==> src/hdl/fault_flags_pkg.sv <==
// shared constants for the thermal and overcurrent fault flag bank
package fault_flags_pkg;
    localparam int REG_WIDTH = 8;
    localparam int HOT_COUNT = 5;
    localparam int OC_COUNT = 3;
    localparam logic [7:0] THERMAL_HOT_FLAGS_OFFSET = 8'hB5;
    localparam logic [7:0] OVERCURRENT_FLAGS_OFFSET = 8'hB6;
    localparam logic [7:0] THERMAL_HOT_FLAGS_RESET = 8'h00;
    localparam logic [7:0] OVERCURRENT_FLAGS_RESET = 8'h00;
    localparam logic [7:0] THERMAL_HOT_VALID_MASK = 8'h1F;
    localparam logic [7:0] OVERCURRENT_VALID_MASK = 8'h07;
    localparam logic [7:0] UNMAPPED_READ_VALUE = 8'h00;
    localparam int HOT_DIE_BIT = 4;
    localparam int HOT_TERMINATION_BIT = 3;
    localparam int HOT_TOP_RIGHT_BIT = 2;
    localparam int HOT_TOP_LEFT_BIT = 1;
    localparam int HOT_BOTTOM_RIGHT_BIT = 0;
    localparam int OC_SIXTH_BIT = 2;
    localparam int OC_SECOND_BIT = 1;
    localparam int OC_FIRST_BIT = 0;
endpackage

==> src/hdl/fault_flag_if.sv <==
// set, clear and state of one sticky flag register
`timescale 1ns/1ps
`default_nettype none
interface fault_flag_if;
    logic [7:0] setBits;
    logic [7:0] clrBits;
    logic [7:0] flags;
    modport owner (input setBits, input clrBits, output flags);
    modport user (output setBits, output clrBits, input flags);
endinterface
`default_nettype wire

==> src/hdl/sticky_flag_reg.sv <==
// one write-one-to-clear sticky flag register
`timescale 1ns/1ps
`default_nettype none
module sticky_flag_reg
    import fault_flags_pkg::*;
#(
    parameter logic [7:0] VALID_MASK = 8'hFF,
    parameter logic [7:0] RESET_VALUE = 8'h00
) (
    // clock and reset
    input wire logic sys_clk,
    input wire logic rst_b,
    // flag carrier
    fault_flag_if.owner flagIf
);
    logic [7:0] flags_ff;
    logic [7:0] nxt_flags;

    // RULE_13 set beats clear
    always_comb begin
        nxt_flags = ((flags_ff & ~flagIf.clrBits) | flagIf.setBits) & VALID_MASK;
    end

    // RULE_12 reset to zero
    always_ff @(posedge sys_clk or negedge rst_b) begin
        if (!rst_b) begin
            flags_ff <= RESET_VALUE;
        end else begin
            flags_ff <= nxt_flags;
        end
    end

    assign flagIf.flags = flags_ff;

    property p_sticky_hold;
        @(posedge sys_clk) disable iff (!rst_b)
        (flags_ff != 8'h00) |=> ((($past(flags_ff) & ~$past(flagIf.clrBits)) & ~flags_ff) == 8'h00);
    endproperty
    a_sticky_hold: assert property (p_sticky_hold) else $error("flag dropped without clear"); // RULE_13

    property p_clear_one;
        @(posedge sys_clk) disable iff (!rst_b)
        ((flagIf.clrBits & ~flagIf.setBits & VALID_MASK) != 8'h00)
            |=> ((flags_ff & $past(flagIf.clrBits & ~flagIf.setBits)) == 8'h00);
    endproperty
    a_clear_one: assert property (p_clear_one) else $error("write one did not clear flag"); // RULE_10

    property p_reserved_zero;
        @(posedge sys_clk) disable iff (!rst_b)
        (flags_ff & ~VALID_MASK) == 8'h00;
    endproperty
    a_reserved_zero: assert property (p_reserved_zero) else $error("reserved flag bit set"); // RULE_11
endmodule
`default_nettype wire

==> src/hdl/thermal_overcurrent_fault_flags.sv <==
// sticky thermal hot and overcurrent fault flags with register access
// Contract
// RULE_01 - rest-of-die hot sets thermal hot bit 4.
// RULE_02 - termination regulator hot sets thermal hot bit 3.
// RULE_03 - top-right corner hot sets thermal hot bit 2.
// RULE_04 - top-left corner hot sets thermal hot bit 1.
// RULE_05 - bottom-right corner hot sets thermal hot bit 0.
// RULE_06 - five separate sensor inputs, one per thermal hot flag.
// RULE_07 - sixth buck controller low-side overcurrent sets overcurrent bit 2.
// RULE_08 - second buck controller low-side overcurrent sets overcurrent bit 1.
// RULE_09 - first buck controller low-side overcurrent sets overcurrent bit 0.
// RULE_10 - flags read 1 when asserted; writing 1 clears them.
// RULE_11 - upper unused bits of both registers read zero, read-only.
// RULE_12 - both registers reset to all zero.
// RULE_13 - flags stay set until cleared; writing 0 changes nothing.
// RULE_14 - critical temperature flags live elsewhere, same clear behaviour.
`timescale 1ns/1ps
`default_nettype none
module thermal_overcurrent_fault_flags
    import fault_flags_pkg::*;
(
    // clock and reset
    input wire logic sys_clk,
    input wire logic rst_b,
    // temperature sensors above hot threshold
    input wire logic dieHot,
    input wire logic terminationRegulatorHot,
    input wire logic topRightHot,
    input wire logic topLeftHot,
    input wire logic bottomRightHot,
    // low-side overcurrent detectors
    input wire logic sixthBuckControllerOc,
    input wire logic secondBuckControllerOc,
    input wire logic firstBuckControllerOc,
    // register access port
    input wire logic [7:0] regAddr,
    input wire logic regWrEn,
    input wire logic [7:0] regWrData,
    input wire logic regRdEn,
    output logic [7:0] regRdData,
    output logic regRdValid,
    // flag state
    output logic [7:0] thermalHotFlags,
    output logic [7:0] overcurrentFlags
);
    fault_flag_if hotIf ();
    fault_flag_if ocIf ();

    logic [7:0] rdData_ff;
    logic rdValid_ff;
    logic [7:0] nxt_rdData;

    // clear bits for a write hitting one register
    function automatic logic [7:0] clearBits(
        input logic wrEn,
        input logic [7:0] addr,
        input logic [7:0] offset,
        input logic [7:0] data,
        input logic [7:0] mask
    );
        clearBits = (wrEn && (addr == offset)) ? (data & mask) : 8'h00;
    endfunction

    // RULE_06 one sensor per flag
    always_comb begin
        hotIf.setBits = 8'h00;
        // RULE_01 rest of die
        hotIf.setBits[HOT_DIE_BIT] = dieHot;
        // RULE_02 termination regulator
        hotIf.setBits[HOT_TERMINATION_BIT] = terminationRegulatorHot;
        // RULE_03 top-right corner
        hotIf.setBits[HOT_TOP_RIGHT_BIT] = topRightHot;
        // RULE_04 top-left corner
        hotIf.setBits[HOT_TOP_LEFT_BIT] = topLeftHot;
        // RULE_05 bottom-right corner
        hotIf.setBits[HOT_BOTTOM_RIGHT_BIT] = bottomRightHot;
    end

    always_comb begin
        ocIf.setBits = 8'h00;
        // RULE_07 sixth controller
        ocIf.setBits[OC_SIXTH_BIT] = sixthBuckControllerOc;
        // RULE_08 second controller
        ocIf.setBits[OC_SECOND_BIT] = secondBuckControllerOc;
        // RULE_09 first controller
        ocIf.setBits[OC_FIRST_BIT] = firstBuckControllerOc;
    end

    // RULE_10 write one clears
    assign hotIf.clrBits = clearBits(regWrEn, regAddr, THERMAL_HOT_FLAGS_OFFSET, regWrData,
                                     THERMAL_HOT_VALID_MASK);
    assign ocIf.clrBits = clearBits(regWrEn, regAddr, OVERCURRENT_FLAGS_OFFSET, regWrData,
                                    OVERCURRENT_VALID_MASK);

    // RULE_14 reusable write-one-clear register
    sticky_flag_reg #(
        .VALID_MASK(THERMAL_HOT_VALID_MASK),
        .RESET_VALUE(THERMAL_HOT_FLAGS_RESET)
    ) hotReg (
        .sys_clk(sys_clk),
        .rst_b(rst_b),
        .flagIf(hotIf.owner)
    );

    sticky_flag_reg #(
        .VALID_MASK(OVERCURRENT_VALID_MASK),
        .RESET_VALUE(OVERCURRENT_FLAGS_RESET)
    ) ocReg (
        .sys_clk(sys_clk),
        .rst_b(rst_b),
        .flagIf(ocIf.owner)
    );

    // RULE_11 reserved bits read zero
    always_comb begin
        unique case (regAddr)
            THERMAL_HOT_FLAGS_OFFSET: nxt_rdData = hotIf.flags & THERMAL_HOT_VALID_MASK;
            OVERCURRENT_FLAGS_OFFSET: nxt_rdData = ocIf.flags & OVERCURRENT_VALID_MASK;
            default: nxt_rdData = UNMAPPED_READ_VALUE;
        endcase
    end

    // read data capture
    always_ff @(posedge sys_clk or negedge rst_b) begin
        if (!rst_b) begin
            rdData_ff <= 8'h00;
        end else if (regRdEn) begin
            rdData_ff <= nxt_rdData;
        end
    end

    // read valid pulse
    always_ff @(posedge sys_clk or negedge rst_b) begin
        if (!rst_b) begin
            rdValid_ff <= 1'b0;
        end else begin
            rdValid_ff <= regRdEn;
        end
    end

    assign regRdData = rdData_ff;
    assign regRdValid = rdValid_ff;
    assign thermalHotFlags = hotIf.flags;
    assign overcurrentFlags = ocIf.flags;

    property p_die_hot;
        @(posedge sys_clk) disable iff (!rst_b)
        dieHot |=> thermalHotFlags[4];
    endproperty
    a_die_hot: assert property (p_die_hot) else $error("die hot flag not set"); // RULE_01

    property p_term_hot;
        @(posedge sys_clk) disable iff (!rst_b)
        terminationRegulatorHot |=> thermalHotFlags[3];
    endproperty
    a_term_hot: assert property (p_term_hot) else $error("termination hot flag not set"); // RULE_02

    property p_top_right_hot;
        @(posedge sys_clk) disable iff (!rst_b)
        topRightHot |=> thermalHotFlags[2];
    endproperty
    a_top_right_hot: assert property (p_top_right_hot) else $error("top-right hot flag not set"); // RULE_03

    property p_top_left_hot;
        @(posedge sys_clk) disable iff (!rst_b)
        topLeftHot |=> thermalHotFlags[1];
    endproperty
    a_top_left_hot: assert property (p_top_left_hot) else $error("top-left hot flag not set"); // RULE_04

    property p_bottom_right_hot;
        @(posedge sys_clk) disable iff (!rst_b)
        bottomRightHot |=> thermalHotFlags[0];
    endproperty
    a_bottom_right_hot: assert property (p_bottom_right_hot) else $error("bottom-right hot flag not set"); // RULE_05

    property p_hot_source;
        @(posedge sys_clk) disable iff (!rst_b)
        $rose(thermalHotFlags[4]) |-> $past(dieHot);
    endproperty
    a_hot_source: assert property (p_hot_source) else $error("die hot flag set without sensor"); // RULE_06

    property p_oc_sixth;
        @(posedge sys_clk) disable iff (!rst_b)
        sixthBuckControllerOc |=> overcurrentFlags[2];
    endproperty
    a_oc_sixth: assert property (p_oc_sixth) else $error("sixth overcurrent flag not set"); // RULE_07

    property p_oc_second;
        @(posedge sys_clk) disable iff (!rst_b)
        secondBuckControllerOc |=> overcurrentFlags[1];
    endproperty
    a_oc_second: assert property (p_oc_second) else $error("second overcurrent flag not set"); // RULE_08

    property p_oc_first;
        @(posedge sys_clk) disable iff (!rst_b)
        firstBuckControllerOc |=> overcurrentFlags[0];
    endproperty
    a_oc_first: assert property (p_oc_first) else $error("first overcurrent flag not set"); // RULE_09

    property p_read_hot;
        @(posedge sys_clk) disable iff (!rst_b)
        (regRdEn && regAddr == THERMAL_HOT_FLAGS_OFFSET) |=> (regRdValid && regRdData == $past(thermalHotFlags));
    endproperty
    a_read_hot: assert property (p_read_hot) else $error("thermal hot read mismatch"); // RULE_10

    property p_read_reserved;
        @(posedge sys_clk) disable iff (!rst_b)
        (regRdEn && regAddr == OVERCURRENT_FLAGS_OFFSET) |=> (regRdData[7:3] == 5'h00);
    endproperty
    a_read_reserved: assert property (p_read_reserved) else $error("overcurrent reserved bits not zero"); // RULE_11

    property p_reset_zero;
        @(posedge sys_clk)
        $rose(rst_b) |-> (thermalHotFlags == 8'h00 && overcurrentFlags == 8'h00);
    endproperty
    a_reset_zero: assert property (p_reset_zero) else $error("flags not zero after reset"); // RULE_12

    property p_write_zero;
        @(posedge sys_clk) disable iff (!rst_b)
        (regWrEn && regAddr == OVERCURRENT_FLAGS_OFFSET && regWrData == 8'h00)
            |=> ((overcurrentFlags & $past(overcurrentFlags)) == $past(overcurrentFlags));
    endproperty
    a_write_zero: assert property (p_write_zero) else $error("write of zero changed a flag"); // RULE_13
endmodule
`default_nettype wire

==> config.mk <==
export PLATFORM = sky130hd
export DESIGN_NAME = thermal_overcurrent_fault_flags
export DESIGN_NICKNAME = d
export VERILOG_FILES = /design/src/hdl/fault_flags_pkg.sv /design/src/hdl/fault_flag_if.sv /design/src/hdl/sticky_flag_reg.sv /design/src/hdl/thermal_overcurrent_fault_flags.sv
export SDC_FILE = /design/constraint.sdc
export NUM_CORES = 1
export LEC_CHECK = 0
export BUFFER_PORTS_ARGS = -buffer_cell sky130_fd_sc_hd__buf_2
export CAP_MARGIN = 15
export CORE_UTILIZATION = 43
export DETAILED_ROUTE_END_ITERATION = 10
export GPL_TIMING_DRIVEN = 0
export MAX_ROUTING_LAYER = met4
export PLACE_DENSITY = 0.83
export SKIP_CTS_REPAIR_TIMING = 1
export SLEW_MARGIN = 20
export SYNTH_ARGS = -nofsm -noshare
export SYNTH_HDL_FRONTEND = slang
export SYNTH_HIERARCHICAL = 1
export SYNTH_SLANG_ARGS = --single-unit
==> constraint.sdc <==
create_clock -name sys_clk -period 1.6 [get_ports sys_clk]
set_input_delay 0.32 -clock sys_clk [delete_from_list [all_inputs] [get_ports sys_clk]]
set_output_delay 0.32 -clock sys_clk [all_outputs]
set_load 0.05 [all_outputs]
==> Yosys cells after proc, flatten, opt, wreduce, memory -nomap -nowiden <==
Index checks and enable logic that the tools add are counted.
{ "op_classes": {"n_eq_ne": 2, "mux": 3, "n_bitwise": 6, "n_reduce_logical": 2} }
{ "op_table": {"columns": ["cell", "count"], "rows": [
  ["8-bit equality test, second input constant", 2],
  ["5-bit one-hot mux with 2 select lines", 1],
  ["5-bit bitwise AND", 1],
  ["5-bit 2-to-1 mux", 1],
  ["5-bit inverter", 1],
  ["5-bit OR", 1],
  ["3-bit bitwise AND", 1],
  ["3-bit 2-to-1 mux", 1],
  ["3-bit inverter", 1],
  ["3-bit OR", 1],
  ["1-bit logical AND", 2]
]} }
{ "word_totals": {"ff_bits": 17, "in_bits": 28} }

==> Logic depth before layout (Yosys ltp) <==
{ "depth": {"word_depth": 6, "ltp_mapped": 5} }

==> By module <==
Netlist, hierarchy kept.
{ "modules_own_cells": {"columns": ["module", "n_inst", "cells_each", "area_each_um2", "seq_area_each_um2"], "rows": [
  ["thermal_overcurrent_fault_flags", 1, 48, 416.6, 150.1],
  ["sticky_flag_reg at hotReg", 1, 19, 207.7, 125.1],
  ["sticky_flag_reg at ocReg", 1, 15, 150.1, 75.1]
]} }

==> Worst setup path after synthesis <==
OpenSTA, ideal clock, no wires.
{ "synth_timing": {"path_type": "input-to-reg", "start": "input port regAddr[6]", "end": "register ocReg.flags_ff[0], in the netlist ocReg/flagIf.flags[0]", "t_arrival_ps": 1072, "setup_slack_ps": 410, "stages": 5, "n_path_buf": 0, "path_cell_list": "and4b_2 nand2_2 nor3_1 inv_1 a21o_1"} }
{ "synth_via": {"elab_chain_len": 6} }
{ "synth_lines": {"columns": ["item", "line", "text"], "rows": [
  ["start: declaration", "thermal_overcurrent_fault_flags.sv:36", "input wire logic [7:0] regAddr,"],
  ["8-bit equality test", "thermal_overcurrent_fault_flags.sv:61", "clearBits = (wrEn && (addr == offset)) ? (data & mask) : 8'h00;"],
  ["1-bit logical AND", "thermal_overcurrent_fault_flags.sv:61", null],
  ["3-bit 2-to-1 mux", "thermal_overcurrent_fault_flags.sv:61", null],
  ["net ocIf.clrBits[0]", "fault_flag_if.sv:6", "logic [7:0] clrBits;"],
  ["3-bit inverter", "sticky_flag_reg.sv:21", "nxt_flags = ((flags_ff & ~flagIf.clrBits) | flagIf.setBits) & VALID_MASK;"],
  ["3-bit bitwise AND", "sticky_flag_reg.sv:21", null],
  ["3-bit OR", "sticky_flag_reg.sv:21", null],
  ["net ocReg.nxt_flags[0]", "sticky_flag_reg.sv:17", "logic [7:0] nxt_flags;"],
  ["end signal: assignment", "sticky_flag_reg.sv:29", "flags_ff <= nxt_flags;"],
  ["end: declaration", "sticky_flag_reg.sv:16", "logic [7:0] flags_ff;"]
]} }
The timed path passes the listed nets, and every way through them passes these cells.
A chain may end at the register's enable or synchronous reset.

==> Worst setup path after layout <==
{ "layout_timing": {"start": "register hotReg.flags_ff[2], in the netlist hotReg/flagIf.flags[2]", "end": "output port thermalHotFlags[2]"} }
{ "layout_lines": {"columns": ["item", "line", "text"], "rows": [
  ["start: declaration", "sticky_flag_reg.sv:16", null],
  ["start signal: assignment", "sticky_flag_reg.sv:29", null],
  ["end: declaration", "thermal_overcurrent_fault_flags.sv:43", "output logic [7:0] thermalHotFlags,"]
]} }
No word-level cell between the ends.

==> impl_metrics.json <==
{
  "drtPass1Iterations": 4,
  "critPathTopFamily": "flip-flops",
  "grt_antenna_before_repair": 0,
  "slowest_delay_ns": 0.39,
  "cts_tree": "done",
  "synth_compound_area_share_pct": 16.3,
  "hold_class": "in2reg",
  "vias_per_cell": 4.35,
  "nFillCells": 158,
  "syn_to_final_growth_pct": 38.3,
  "wl_um": 1540,
  "synth_top_family_by_area": "buffers and inverters",
  "synth_area_um2": 774,
  "p_clk_share_pct": 33.2,
  "hold_slack_ns": 0.161,
  "layout.cells.non_filler": 157,
  "drtIter0Drc": 5,
  "clock_skew_ns": 0.00101,
  "drv_slew": 0,
  "min_to": "regRdValid",
  "die_y_um": 44.4,
  "ir_drop_v": 0.000389,
  "hold_viol_final": 0,
  "cts-root-buf": "clkbuf_4",
  "place_ws_ns": 0.245,
  "max-cap-violations": 0,
  "worst-r2r-cell-count": 2,
  "outcome": "finished clean",
  "muxShareOfSynthArea_pct": 0,
  "ys_warn_count": 6,
  "num_vias": 683,
  "combPwrFrac_pct": 20.4,
  "drc": 0,
  "die_w_um": 44.4,
  "r2r-end": "regRdData[0]",
  "initial_core_util_pct": 48.6,
  "fmax_mhz": 788,
  "port-buffer-count": 38,
  "tns_ns": 0,
  "hold_depth": 1,
  "final_cell_area_um2": 1070,
  "synth.yosys.seq_area_share_pct": 45.2,
  "synth_common_cells": "16 x inv_1, 14 x dfrtp_1, 11 x buf_4, 8 x a21o_1, 5 x nand2_1",
  "rsz0062_at_grt": "no",
  "insertedDiodeCount": 0,
  "period_share_pct": 79.4,
  "critPathBufInv": 1,
  "grt_pass1_wl_um": 2690,
  "synth-edff-count": 0,
  "seq_power_share_pct": 46.3,
  "synthAdderAreaFrac_pct": 0,
  "ioPinCount": 53,
  "gp_congestion": 0.818,
  "synth_seq_cells": 14,
  "grt_overflow_total": 0,
  "design.core.area_um2": 1590,
  "clk_pin_slew_ns": 0.09,
  "critPathRequiredTime_ns": 1.28,
  "first_global_vias": 669,
  "powerDensity_nw_per_um2": 718,
  "synthSimpleGateAreaFrac_pct": 17.9,
  "clock_path_buffers": 2,
  "netSwitchingPower_uw": 221,
  "ys.flop_type": "dfrtp_1",
  "dp_cells": 152,
  "end_kind": "output port",
  "synth_top_area_share_pct": 45.2,
  "worstSetupPathType": "reg2out",
  "track_usage_pct": 18.9,
  "holdCritStartpoint": "regRdEn",
  "p_sw_share_pct": 28.8,
  "ys_top_cells_by_area": "dfrtp_1 45%, buf_4 11%, a21o_1 7.8%",
  "cts_buffers": 3,
  "grt_max_degree": 15,
  "worst_slack_ns": 0.330,
  "period_needed_ns": 1.27,
  "crit_chain": "buf_2",
  "rows": 14,
  "synth_top_cell_by_area": "dfrtp_1",
  "wl_per_cell_um": 9.80,
  "clk_latency_ns": 0.28,
  "critPathLaunchType": "flop",
  "syn_inst": 82,
  "syn_area_per_cell_um2": 9.45,
  "r2r_slack_ns": 0.77,
  "dieArea_um2": 1970,
  "arrival_ns": 0.95,
  "finalSetupViolations": 0,
  "leakage_nw": 0.517,
  "cts.htree.levels": 1,
  "dp_hpwl_um": 1270,
  "place_area_um2": 1020,
  "drive_gt1_share_pct": 47.4,
  "ant_nets": 0,
  "internal_power_uw": 548,
  "synth-xor-area-share_pct": 0,
  "reg2reg_from": "ocReg/flagIf.flags[0]",
  "async_flop_share_pct": 100,
  "synth.most_common_cell": "inv_1",
  "worstPathMaxFanout": 3,
  "clkSinkCount": 14,
  "layout.nets": 162,
  "slowest_stage": "dfrtp_1",
  "ys_types": 21
}
==> layout make-up <==
type	count	area (µm²)	area share, %
Timing Repair Buffer	39	200	18.7
Tap cell	24	30.0	2.80
Inverter	16	60.1	5.61
Multi-Input combinational cell	48	307	28.6
Clock buffer	4	36.3	3.39
Buffer	12	87.6	8.18
Sequential cell	14	350	32.7
==> layer usage <==
| metal | vias to the layer above | global-route usage (%) | wire, µm |
|---|---|---|---|
| li1 | 339 | - | - |
| met1 | 313 | 21.1 | 595 |
| met2 | 29 | 33.8 | 825 |
| met3 | 2 | 2.45 | 102 |
| met4 | 0 | 7.27 | 16 |
| met5 | - | - | 0 |
==> power groups by stage <==
stage               Clock, mW  Sequential, mW  Combinational, mW
CTS                     0.263           0.357              0.156
finish                  0.256           0.356              0.157
detailed placement          0           0.364              0.155
global route            0.280           0.357              0.169
global placement            0           0.363              0.153
floorplan                   0           0.372              0.104
==> kinds of logic (layout without fill, tap and decap cells) <==
logic type,count (synthesis),after routing
buf+inv,28,71
flops,14,14
other cells,3,11
compound gates,16,16
simple gates,21,21
==> state kept, by name, indices dropped and copies added (netlist names) <==
register	cells
ocReg/flagIf.flags	3
regRdValid	1
regRdData	5
hotReg/flagIf.flags	5
==> worst max path at each step <==
stage                                       from                     end  slack [ns]  cells after the start
after floorplan                       regAddr[6]   ocReg/flagIf.flags[0]        0.41                      5
after global placement                regAddr[6]  hotReg/flagIf.flags[4]        0.26                      6
after detailed placement              regAddr[6]   ocReg/flagIf.flags[0]        0.25                      6
after CTS                 hotReg/flagIf.flags[2]      thermalHotFlags[2]        0.32                      1
after global routing      hotReg/flagIf.flags[2]      thermalHotFlags[2]        0.28                      1
final                     hotReg/flagIf.flags[2]      thermalHotFlags[2]        0.33                      1
==> layout by cell type (no fill, tap or decap) <==
| cell type | netlist | layout |
|---|---|---|
| dfrtp_1 | 14 | 14 |
| and4b_2 | 1 | 1 |
| nand2_1 | 5 | 5 |
| buf_2 | 1 | 39 |
| clkbuf_4 | 0 | 3 |
| buf_4 | 11 | 11 |
| a21o_1 | 8 | 8 |
| nand2b_1 | 1 | 1 |
| nand3_2 | 1 | 1 |
| o22ai_2 | 2 | 2 |
| a22oi_1 | 3 | 3 |
| inv_1 | 16 | 16 |
| and2b_2 | 1 | 1 |
| conb_1 | 3 | 11 |
| o22ai_1 | 3 | 3 |
| nor3_2 | 2 | 2 |
| dlygate4sd3_1 | 0 | 1 |
| clkbuf_8 | 0 | 1 |
| nor3_1 | 3 | 3 |
| nor2_1 | 3 | 3 |
| nand2_2 | 1 | 1 |
| nand3_4 | 1 | 1 |
| nor2b_1 | 1 | 1 |
| and2b_1 | 1 | 1 |
==> metrics by stage <==
| step | total power, mW | utilization (%) |
|---|---|---|
| finish | 0.769 | 67.2 |
| global route | 0.806 | 67.2 |
| CTS | 0.775 | 66.6 |
| detailed placement | 0.519 | 64.3 |
| global placement | 0.517 | 64.3 |
| floorplan | 0.476 | - |
Power figures use the tool's default switching activity.
